## config.mk

```make
export PLATFORM = sky130hd
export DESIGN_NAME = reset_source_status
export DESIGN_NICKNAME = d
export VERILOG_FILES = /design/src/core/rss_pkg.sv /design/src/core/reset_source_status.sv /design/src/core/rss_sync.sv /design/src/core/rss_edge.sv
export SDC_FILE = /design/constraint.sdc
export NUM_CORES = 1
export LEC_CHECK = 0
export BUFFER_PORTS_ARGS = -buffer_cell sky130_fd_sc_hd__buf_2
export CAP_MARGIN = 20
export CORE_MARGIN = 1.5
export CORE_UTILIZATION = 43
export CTS_CLUSTER_DIAMETER = 50
export DETAILED_ROUTE_END_ITERATION = 12
export GPL_TIMING_DRIVEN = 0
export PLACE_DENSITY_LB_ADDON = 0.3
export SKIP_CTS_REPAIR_TIMING = 1
export SYNTH_ARGS = -nofsm -noshare
export SYNTH_HDL_FRONTEND = slang
export SYNTH_SLANG_ARGS = --single-unit
```

## constraint.sdc

```tcl
create_clock -name pclk -period 1.45 [get_ports pclk]
set_clock_uncertainty 0.05 [all_clocks]
set_input_delay 0.145 -clock pclk [delete_from_list [all_inputs] [get_ports pclk]]
set_output_delay 0.145 -clock pclk [all_outputs]
set_load 0.02 [all_outputs]
```

## src/core/rss_pkg.sv

```systemverilog
// package: register map, field positions and reset values of the reset source status block
package rss_pkg;
  // ==========================================================================
  // register map (byte addresses on apb)
  localparam logic [11:0] RSS_STATUS_OFS  = 12'hff0;  // status read, write-only partner on write
  localparam logic [11:0] RSS_PWRCTL_OFS  = 12'hff4;  // power control
  localparam logic [11:0] RSS_IRQ_STS_OFS = 12'hff8;  // sticky event status, write one to clear
  localparam logic [11:0] RSS_IRQ_MSK_OFS = 12'hffc;  // interrupt mask
  localparam int          RSS_ADDR_W      = 12;

  // ==========================================================================
  // status field positions
  localparam int RSS_POR_BIT  = 7;
  localparam int RSS_STOP_BIT = 6;
  localparam int RSS_WDT_BIT  = 5;
  localparam int RSS_EXT_BIT  = 4;
  localparam int RSS_LVD_BIT  = 0;
  localparam int RSS_LVDEN_BIT = 4;  // power control enable bit

  // ==========================================================================
  // interrupt status layout
  localparam int RSS_EV_W     = 3;
  localparam int RSS_EV_LVD   = 0;  // low voltage seen
  localparam int RSS_EV_CAUSE = 1;  // a reset cause other than watchdog was recorded
  localparam int RSS_EV_WDT   = 2;  // watchdog time-out

  // ==========================================================================
  // reset values
  localparam logic [3:0] RSS_CAUSE_RST  = 4'h8;  // power-on sets only the power-on flag
  localparam logic [7:0] RSS_PWRCTL_RST = 8'h00;
  localparam logic [7:0] RSS_WO_RST     = 8'h00;
  localparam logic [2:0] RSS_MSK_RST    = 3'h0;
endpackage : rss_pkg

```

## src/core/reset_source_status.sv

```systemverilog
// reset source status register with low-voltage detect interrupt, apb slave
// Notes on behaviour
// - reading the status register clears the four cause flags
// - status is read-only; writes go to a separate write-only register
// - power-on/brownout flag set by that reset, cleared by watchdog, stop recovery, read
// - stop flag set on every stop recovery except the debug pin one; with watchdog flag means watchdog recovery
// - stop flag cleared by power-on, watchdog outside stop, or read
// - watchdog flag set on time-out; cleared by power-on, pin-change recovery, read
// - external flag set by reset pin; cleared by power-on, pin recovery, read
// - bits three to one always read zero
// - low-voltage bit shows the live detector level, not latched, resets zero
// - debugger-register reset leaves only the power-on flag set
// - debug pin low out of stop leaves only the power-on flag set
// - general pin stop recovery leaves only the stop flag set
// - enabled low-voltage detector raises an interrupt capturing transients
// - power control bit four enables the low-voltage detector
`timescale 1ns/100ps
`default_nettype none
module reset_source_status
  import rss_pkg::*;
(
  input  wire logic                  pclk,
  input  wire logic                  presetn,
  // apb slave
  input  wire logic                  psel,
  input  wire logic                  penable,
  input  wire logic                  pwrite,
  input  wire logic [RSS_ADDR_W-1:0] paddr,
  input  wire logic [31:0]           pwdata,
  output logic      [31:0]           prdata,
  output logic                       pready,
  output logic                       pslverr,
  // reset and recovery events, asynchronous levels from the power domain
  input  wire logic                  supply_brownout_reset,
  input  wire logic                  ext_reset_evt,
  input  wire logic                  wdt_timeout_evt,
  input  wire logic                  debugger_reset_evt,
  input  wire logic                  debug_pin_stop_evt,
  input  wire logic                  pin_change_recovery_evt,
  input  wire logic                  in_stop_mode,
  input  wire logic                  low_voltage_raw,
  // results
  output logic                       low_voltage_en,
  output logic [7:0]                 write_only_reg,
  output logic                       irq
);
  typedef enum logic [1:0] {
    RSS_IDLE   = 2'b01,
    RSS_ACCESS = 2'b10
  } rss_state_e;

  localparam int N_IN = 8;

  rss_state_e       state_r;
  logic [N_IN-1:0]  raw_lvl;
  logic [N_IN-1:0]  syn_lvl;
  logic [5:0]       ev_pulse;
  logic             ev_bor;
  logic             ev_ext;
  logic             ev_wdt;
  logic             ev_dbg;
  logic             ev_dpin;
  logic             ev_pin;
  logic             stop_lvl;
  logic             lvd_lvl;
  logic [3:0]       cause_r;
  logic [3:0]       cause_nxt;
  logic [7:0]       pwrctl_r;
  logic [RSS_EV_W-1:0] ists_r;
  logic [RSS_EV_W-1:0] imsk_r;
  logic [RSS_EV_W-1:0] ev_set;
  logic             lvd_prev_r;
  logic             acc;
  logic             wr_acc;
  logic             rd_acc;
  logic             hit;
  logic [7:0]       status_view;
  logic [31:0]      rd_mux;

  // ==========================================================================
  // input conditioning
  assign raw_lvl = {low_voltage_raw, in_stop_mode, pin_change_recovery_evt, debug_pin_stop_evt,
                    debugger_reset_evt, wdt_timeout_evt, ext_reset_evt, supply_brownout_reset};

  rss_sync #(.W(N_IN)) u_sync (
    .pclk    (pclk),
    .presetn (presetn),
    .din     (raw_lvl),
    .dout    (syn_lvl)
  );

  // only the six event inputs need edges; stop and low-voltage are levels
  rss_edge #(.W(6)) u_edge (
    .pclk    (pclk),
    .presetn (presetn),
    .lvl     (syn_lvl[5:0]),
    .pulse   (ev_pulse)
  );

  assign ev_bor   = ev_pulse[0];
  assign ev_ext   = ev_pulse[1];
  assign ev_wdt   = ev_pulse[2];
  assign ev_dbg   = ev_pulse[3];
  assign ev_dpin  = ev_pulse[4];
  assign ev_pin   = ev_pulse[5];
  assign stop_lvl = syn_lvl[6];
  assign lvd_lvl  = syn_lvl[7] & pwrctl_r[RSS_LVDEN_BIT];

  // ==========================================================================
  // apb handshake: one wait-free access phase, pready registered
  assign acc    = psel & penable & pready;
  assign wr_acc = acc & pwrite;
  assign rd_acc = acc & ~pwrite;
  assign hit    = (paddr == RSS_STATUS_OFS) || (paddr == RSS_PWRCTL_OFS) ||
                  (paddr == RSS_IRQ_STS_OFS) || (paddr == RSS_IRQ_MSK_OFS);

  always_ff @(posedge pclk or negedge presetn)
  begin
    if (!presetn)
    begin
      state_r <= RSS_IDLE;
      pready  <= 1'b0;
      pslverr <= 1'b0;
    end
    else
    begin
      case (state_r)
        RSS_IDLE:
        begin
          if (psel && !penable)
          begin
            state_r <= RSS_ACCESS;
            pready  <= 1'b1;
            pslverr <= ~hit;  // unmapped address answers with an error
          end
        end
        RSS_ACCESS:
        begin
          state_r <= RSS_IDLE;
          pready  <= 1'b0;
          pslverr <= 1'b0;
        end
        default:
        begin
          state_r <= RSS_IDLE;
          pready  <= 1'b0;
          pslverr <= 1'b0;
        end
      endcase
    end
  end

  // ==========================================================================
  // cause flags {por, stop, wdt, ext}; last event wins, read clears
  always_comb
  begin
    cause_nxt = cause_r;
    // clear only what the captured read data showed: an event landing
    // between setup and access would otherwise be lost unseen
    if (rd_acc && paddr == RSS_STATUS_OFS)
      cause_nxt = cause_r & ~prdata[7:4];
    // events after the read clear so a same-cycle event is kept
    if (ev_bor || ev_dbg || ev_dpin)
      cause_nxt = 4'h8;
    else if (ev_wdt && stop_lvl)
      cause_nxt = 4'h6;
    else if (ev_wdt)
      cause_nxt = 4'h2;
    else if (ev_pin)
      cause_nxt = 4'h4;
    else if (ev_ext)
      cause_nxt = 4'h1;
  end

  // writes never touch cause_r
  always_ff @(posedge pclk or negedge presetn)
  begin
    if (!presetn)
      cause_r <= RSS_CAUSE_RST;
    else
      cause_r <= cause_nxt;
  end

  // ==========================================================================
  // write-only partner and power control
  always_ff @(posedge pclk or negedge presetn)
  begin
    if (!presetn)
    begin
      write_only_reg <= RSS_WO_RST;
      pwrctl_r       <= RSS_PWRCTL_RST;
      imsk_r         <= RSS_MSK_RST;
    end
    else if (wr_acc)
    begin
      if (paddr == RSS_STATUS_OFS)
        write_only_reg <= pwdata[7:0];
      if (paddr == RSS_PWRCTL_OFS)
        pwrctl_r <= pwdata[7:0];
      if (paddr == RSS_IRQ_MSK_OFS)
        imsk_r <= pwdata[RSS_EV_W-1:0];
    end
  end

  always_ff @(posedge pclk or negedge presetn)
  begin
    if (!presetn)
      low_voltage_en <= 1'b0;
    else
      low_voltage_en <= pwrctl_r[RSS_LVDEN_BIT];
  end

  // ==========================================================================
  // sticky interrupt status; set beats write-one-to-clear
  always_ff @(posedge pclk or negedge presetn)
  begin
    if (!presetn)
      lvd_prev_r <= 1'b0;
    else
      lvd_prev_r <= lvd_lvl;
  end

  always_comb
  begin
    ev_set               = '0;
    ev_set[RSS_EV_LVD]   = lvd_lvl & ~lvd_prev_r;
    ev_set[RSS_EV_CAUSE] = ev_bor | ev_ext | ev_dbg | ev_dpin | ev_pin;
    ev_set[RSS_EV_WDT]   = ev_wdt;
  end

  always_ff @(posedge pclk or negedge presetn)
  begin
    if (!presetn)
      ists_r <= '0;
    else if (wr_acc && paddr == RSS_IRQ_STS_OFS)
      ists_r <= (ists_r & ~pwdata[RSS_EV_W-1:0]) | ev_set;
    else
      ists_r <= ists_r | ev_set;
  end

  // registered level interrupt
  always_ff @(posedge pclk or negedge presetn)
  begin
    if (!presetn)
      irq <= 1'b0;
    else
      irq <= |((ists_r | ev_set) & imsk_r);
  end

  // ==========================================================================
  // read data; live low-voltage bit, reserved bits zero
  always_comb
  begin
    status_view               = {cause_r, 3'h0, 1'b0};
    status_view[RSS_LVD_BIT]  = lvd_lvl;
    rd_mux                    = 32'h0;
    case (paddr)
      RSS_STATUS_OFS:  rd_mux = {24'h0, status_view};
      RSS_PWRCTL_OFS:  rd_mux = {24'h0, pwrctl_r};
      RSS_IRQ_STS_OFS: rd_mux = {29'h0, ists_r};
      RSS_IRQ_MSK_OFS: rd_mux = {29'h0, imsk_r};
      default:         rd_mux = 32'h0;
    endcase
  end

  // captured in setup so data stands during the access phase
  always_ff @(posedge pclk or negedge presetn)
  begin
    if (!presetn)
      prdata <= 32'h0;
    else if (psel && !penable && !pwrite)
      prdata <= rd_mux;
    else if (!psel)
      prdata <= 32'h0;
  end

  // ==========================================================================
  // checks
  wr_keeps_a: assert property (@(posedge pclk) disable iff (!presetn)
    (wr_acc && paddr == RSS_STATUS_OFS && ev_pulse[5:0] == 6'h0) |=> cause_r == $past(cause_r))
    else $error("write changed cause flags");
  rd_clears_a: assert property (@(posedge pclk) disable iff (!presetn)
    (rd_acc && paddr == RSS_STATUS_OFS && ev_pulse[5:0] == 6'h0 && $stable(cause_r))
    |=> cause_r == 4'h0)
    else $error("read did not clear cause flags");
  por_only_a: assert property (@(posedge pclk) disable iff (!presetn)
    (ev_bor || ev_dbg || ev_dpin) |=> cause_r == 4'h8)
    else $error("power-on flag pattern wrong");
  stop_wdt_a: assert property (@(posedge pclk) disable iff (!presetn)
    (ev_wdt && stop_lvl && !ev_bor && !ev_dbg && !ev_dpin) |=> cause_r == 4'h6)
    else $error("stop watchdog pattern wrong");
  wdt_run_a: assert property (@(posedge pclk) disable iff (!presetn)
    (ev_wdt && !stop_lvl && !ev_bor && !ev_dbg && !ev_dpin) |=> cause_r == 4'h2)
    else $error("watchdog pattern wrong");
  pin_rec_a: assert property (@(posedge pclk) disable iff (!presetn)
    (ev_pin && !ev_wdt && !ev_bor && !ev_dbg && !ev_dpin) |=> cause_r == 4'h4)
    else $error("pin recovery pattern wrong");
  rsvd_zero_a: assert property (@(posedge pclk) disable iff (!presetn)
    (rd_acc && paddr == RSS_STATUS_OFS) |-> prdata[3:1] == 3'h0)
    else $error("reserved bits not zero");
  lvd_irq_a: assert property (@(posedge pclk) disable iff (!presetn)
    ($rose(lvd_lvl) && imsk_r[RSS_EV_LVD]) |=> ##[0:1] irq)
    else $error("low voltage interrupt missing");
  lvd_gate_a: assert property (@(posedge pclk) disable iff (!presetn)
    (rd_acc && paddr == RSS_STATUS_OFS && !$past(pwrctl_r[RSS_LVDEN_BIT]))
    |-> !prdata[RSS_LVD_BIT])
    else $error("disabled detector reported low voltage");
endmodule : reset_source_status
`default_nettype wire

```

## src/core/rss_sync.sv

```systemverilog
// two-flop synchroniser bank for asynchronous inputs
`timescale 1ns/100ps
`default_nettype none
module rss_sync #(
  parameter int W = 1
) (
  input  wire logic         pclk,
  input  wire logic         presetn,
  input  wire logic [W-1:0] din,
  output var  logic [W-1:0] dout
);
  logic [W-1:0] meta_r;

  // a zero-width bank cannot be built
  if (W < 1)
  begin : g_bad_w
    $error("rss_sync width must be at least one");
  end

  // ==========================================================================
  // first stage is read only by the second
  always_ff @(posedge pclk or negedge presetn)
  begin
    if (!presetn)
    begin
      meta_r <= '0;
      dout   <= '0;
    end
    else
    begin
      meta_r <= din;
      dout   <= meta_r;
    end
  end
endmodule : rss_sync
`default_nettype wire

```

## src/core/rss_edge.sv

```systemverilog
// rising edge pulser for synchronised event levels, one per bit
`timescale 1ns/100ps
`default_nettype none
module rss_edge #(
  parameter int W = 1
) (
  input  wire logic         pclk,
  input  wire logic         presetn,
  input  wire logic [W-1:0] lvl,
  output logic      [W-1:0] pulse
);
  logic [W-1:0] prev_r;

  // a zero-width bank cannot be built
  if (W < 1)
  begin : g_bad_w
    $error("rss_edge width must be at least one");
  end

  // ==========================================================================
  // delayed copy; cleared to the idle low level so reset leaves no false edge
  always_ff @(posedge pclk or negedge presetn)
  begin
    if (!presetn)
      prev_r <= '0;
    else
      prev_r <= lvl;
  end

  assign pulse = lvl & ~prev_r;
endmodule : rss_edge
`default_nettype wire

```

==> metrics <==
final WL between 5 and 6 mm; max-slew violations 0; Worst Hold Launch pwdata[2]; DRC 0; worst r2r src pready; WS Path Type flip-flop to flip-flop; Die ar. between 6000 and 7000 um2; WP data required around 1600 ps; Power Density ~1100 nW/um2; initial cell density of the core 0.455; nets about 360; Core ar. around 5600 um2; CTS H-Tree Depth 3; leak pwr 1.80 nW; First-pass DRT Iterations 4; slew at the pin closest to its max-slew limit 712 ps; largest net degree at the start of global routing 33; Fin. Hold Viols 1; Hold/Removal Path Class primary input to flip-flop; clock-pin slew of the registers on the worst-case setup and hold paths 70 ps; Worst setup SP type flip-flop; Worst Setup SP pready; Post-Synthesis Cells 200; TritonCTS clock tree done; first-pass GRT wire length roughly 7.8 mm; placed insts approximately 350; gr usage total 0.166; final hold slack -6.99 ps; layout cell share with drive strength beyond 1 0.438; clk buf depth 2; Distinct cells, synth 37; CTS buffer count 9; status finished, violations left; Util after Layout 0.608; DR iter-0 viols between 90 and 100; Final Worst Setup Slack -8.13 ps; peak fanout along the critical path 4; grt ovf 0; top-level I/O count just over 100; unrepaired setup endpoints after global routing yes; # rows 27; post-route clock period utilization 1.01; Port Buf Inserts 52; placer congestion estimate around 0.79; # clock sinks 62; Die W around 80 um; Pwr Total 0.00382 W; Post-Syn Area per Cell between 10 and 15 um2; antenna viol nets, final 0; normalized max-slew margin 0.526; die height 80.3 um; vias between 1500 and 2000; synthesized flop and latch total 62; failing checks hold timing, setup timing; maximum clock rate ~700 MHz; Layout area overhead 33.7%; Clk Latency, worst-skew pair 340 ps; clock root buffer clkbuf_8; # setup viols final 2; sequential share of the synthesized area 0.606; Data arrival, critical path approximately 1600 ps; CP endpoint kind flip-flop; synthesized cell area 2570 um2; Final Non-Filler Cells roughly 380; Antenna Cells 0; initial antenna violation count 0; worst vdd ir between 800 and 900 uV; Min Clock Period, post-route about 1500 ps; max-cap check violation count 0; DR WL/cell 13.4 um; warnings from Yosys 0; routed vias/inst ~4.7; vias in the first global route about 1700; DP HPWL approximately 3.6 mm
## cells in the mapped netlist
cell type	count	area (um2)
a21oi_1	1	5.00
o211ai_1	3	22.5
and4_2	1	10.0
a22o_1	2	17.5
a31oi_1	5	31.3
o21ai_0	9	45.0
dfrtp_1	60	1500
nand2_1	8	30.0
and2_1	2	12.5
nor3_1	1	5.00
nand2b_1	3	18.8
nand4bb_1	1	11.3
a21boi_0	1	7.51
nand2_2	1	6.26
a222oi_1	1	10.0
o22ai_1	1	6.26
a2111oi_0	1	8.76
nor2b_1	6	37.5
or2_2	1	6.26
buf_2	1	5.00
nor2_1	5	18.8
buf_4	24	180
nand4b_4	1	23.8
mux2i_1	4	40.0
nand3_1	8	40.0
dfstp_2	2	52.6
clkbuf_1	2	7.51
nand4_1	6	37.5
nor4_4	1	21.3
and3_2	1	7.51
mux4_2	1	22.5
conb_1	1	3.75
and3_1	5	31.3
nor3b_1	2	15.0
mux2_2	21	236
inv_1	6	22.5
o21a_1	1	7.51
## routing by layer
| metal | share of wire | vias to the layer above | routed length, um | track usage |
|---|---|---|---|---|
| met5 | 0 | - | 0 | 0 |
| met2 | 0.48 | 66 | 2420 | 0.253 |
| li1 | - | 866 | - | - |
| met1 | 0.45 | 846 | 2260 | 0.218 |
| met3 | 0.055 | 11 | 281 | 0.0443 |
| met4 | 0.021 | 0 | 108 | 0.0845 |
## final timing paths
check	endpoint	cells after the start	slack [ps]
max in group asynchronous	cause_r[3]	3	340
worst max register to register	imsk_r[1]	4	-8
worst max-delay path	imsk_r[1]	4	-8
worst min-delay path	ists_r[2]	2	-7
min in group asynchronous	write_only_reg[7]	2	340
worst min register to register	u_sync.dout[3]	0	300
## cells in the final DEF, fill, tap and decap left out, types with 8 or more instances in the layout
| cell type | count |
|---|---|
| nand2_1 | 8 |
| buf_2 | 53 |
| buf_4 | 27 |
| conb_1 | 24 |
| dfrtp_1 | 58 |
| mux2_2 | 18 |
| dlygate4sd3_1 | 11 |
| nand3_1 | 8 |
| o21ai_0 | 8 |
| clkbuf_8 | 9 |
## cell type report
type | count | area, um2
fillers | 489 | 2210
multi-input cells | 128 | 935
inverters | 6 | 22.5
clock buffers | 9 | 124
flip-flops and latches | 62 | 1560
clock inverters | 7 | 97.6
repair buffers | 67 | 413
plain buffers | 27 | 193
well taps | 72 | 90.1
## critical path, stage by stage, from the launching register on
cell and delay [ps]:
dfrtp_2 380, and3_4 200, and3_4 200, and3_4 220, mux2_4 300
## stage by stage
| step | TNS, ps | area, um2 | hold WS [ps] | worst slack [ps] |
|---|---|---|---|---|
| 6_report | -11.9 | 3430 | -6.99 | -8.13 |
| 5_1_grt | -268 | 3430 | 0.438 | -41.0 |
| 4_1_cts | -2250 | 3280 | -180 | -478 |
| 3_5_place_dp | -7300 | 3060 | 193 | -444 |
| 3_3_place_gp | -5500 | 3040 | 203 | -425 |
| 2_1_floorplan | -169 | 2690 | -201 | -68.7 |
## power by group
part,internal [W],switching (W),total [W]
clock,0.000972,0.000698,0.00167
combinational,0.000154,0.000194,0.000348
sequential,0.00178,0.0000206,0.00180
total,0.00291,0.000913,0.00382
## kinds of logic after synthesis
| family | count (synthesis) | share of synthesized area |
|---|---|---|
| buffers and inverters | 33 | 0.0839 |
| DFF | 62 | 0.606 |
| and+or+nand+nor | 53 | 0.130 |
| muxes | 26 | 0.117 |
| other | 1 | 0.00146 |
| AOI/OAI and AO/OA | 25 | 0.0629 |
Power figures use the tool's default switching activity.
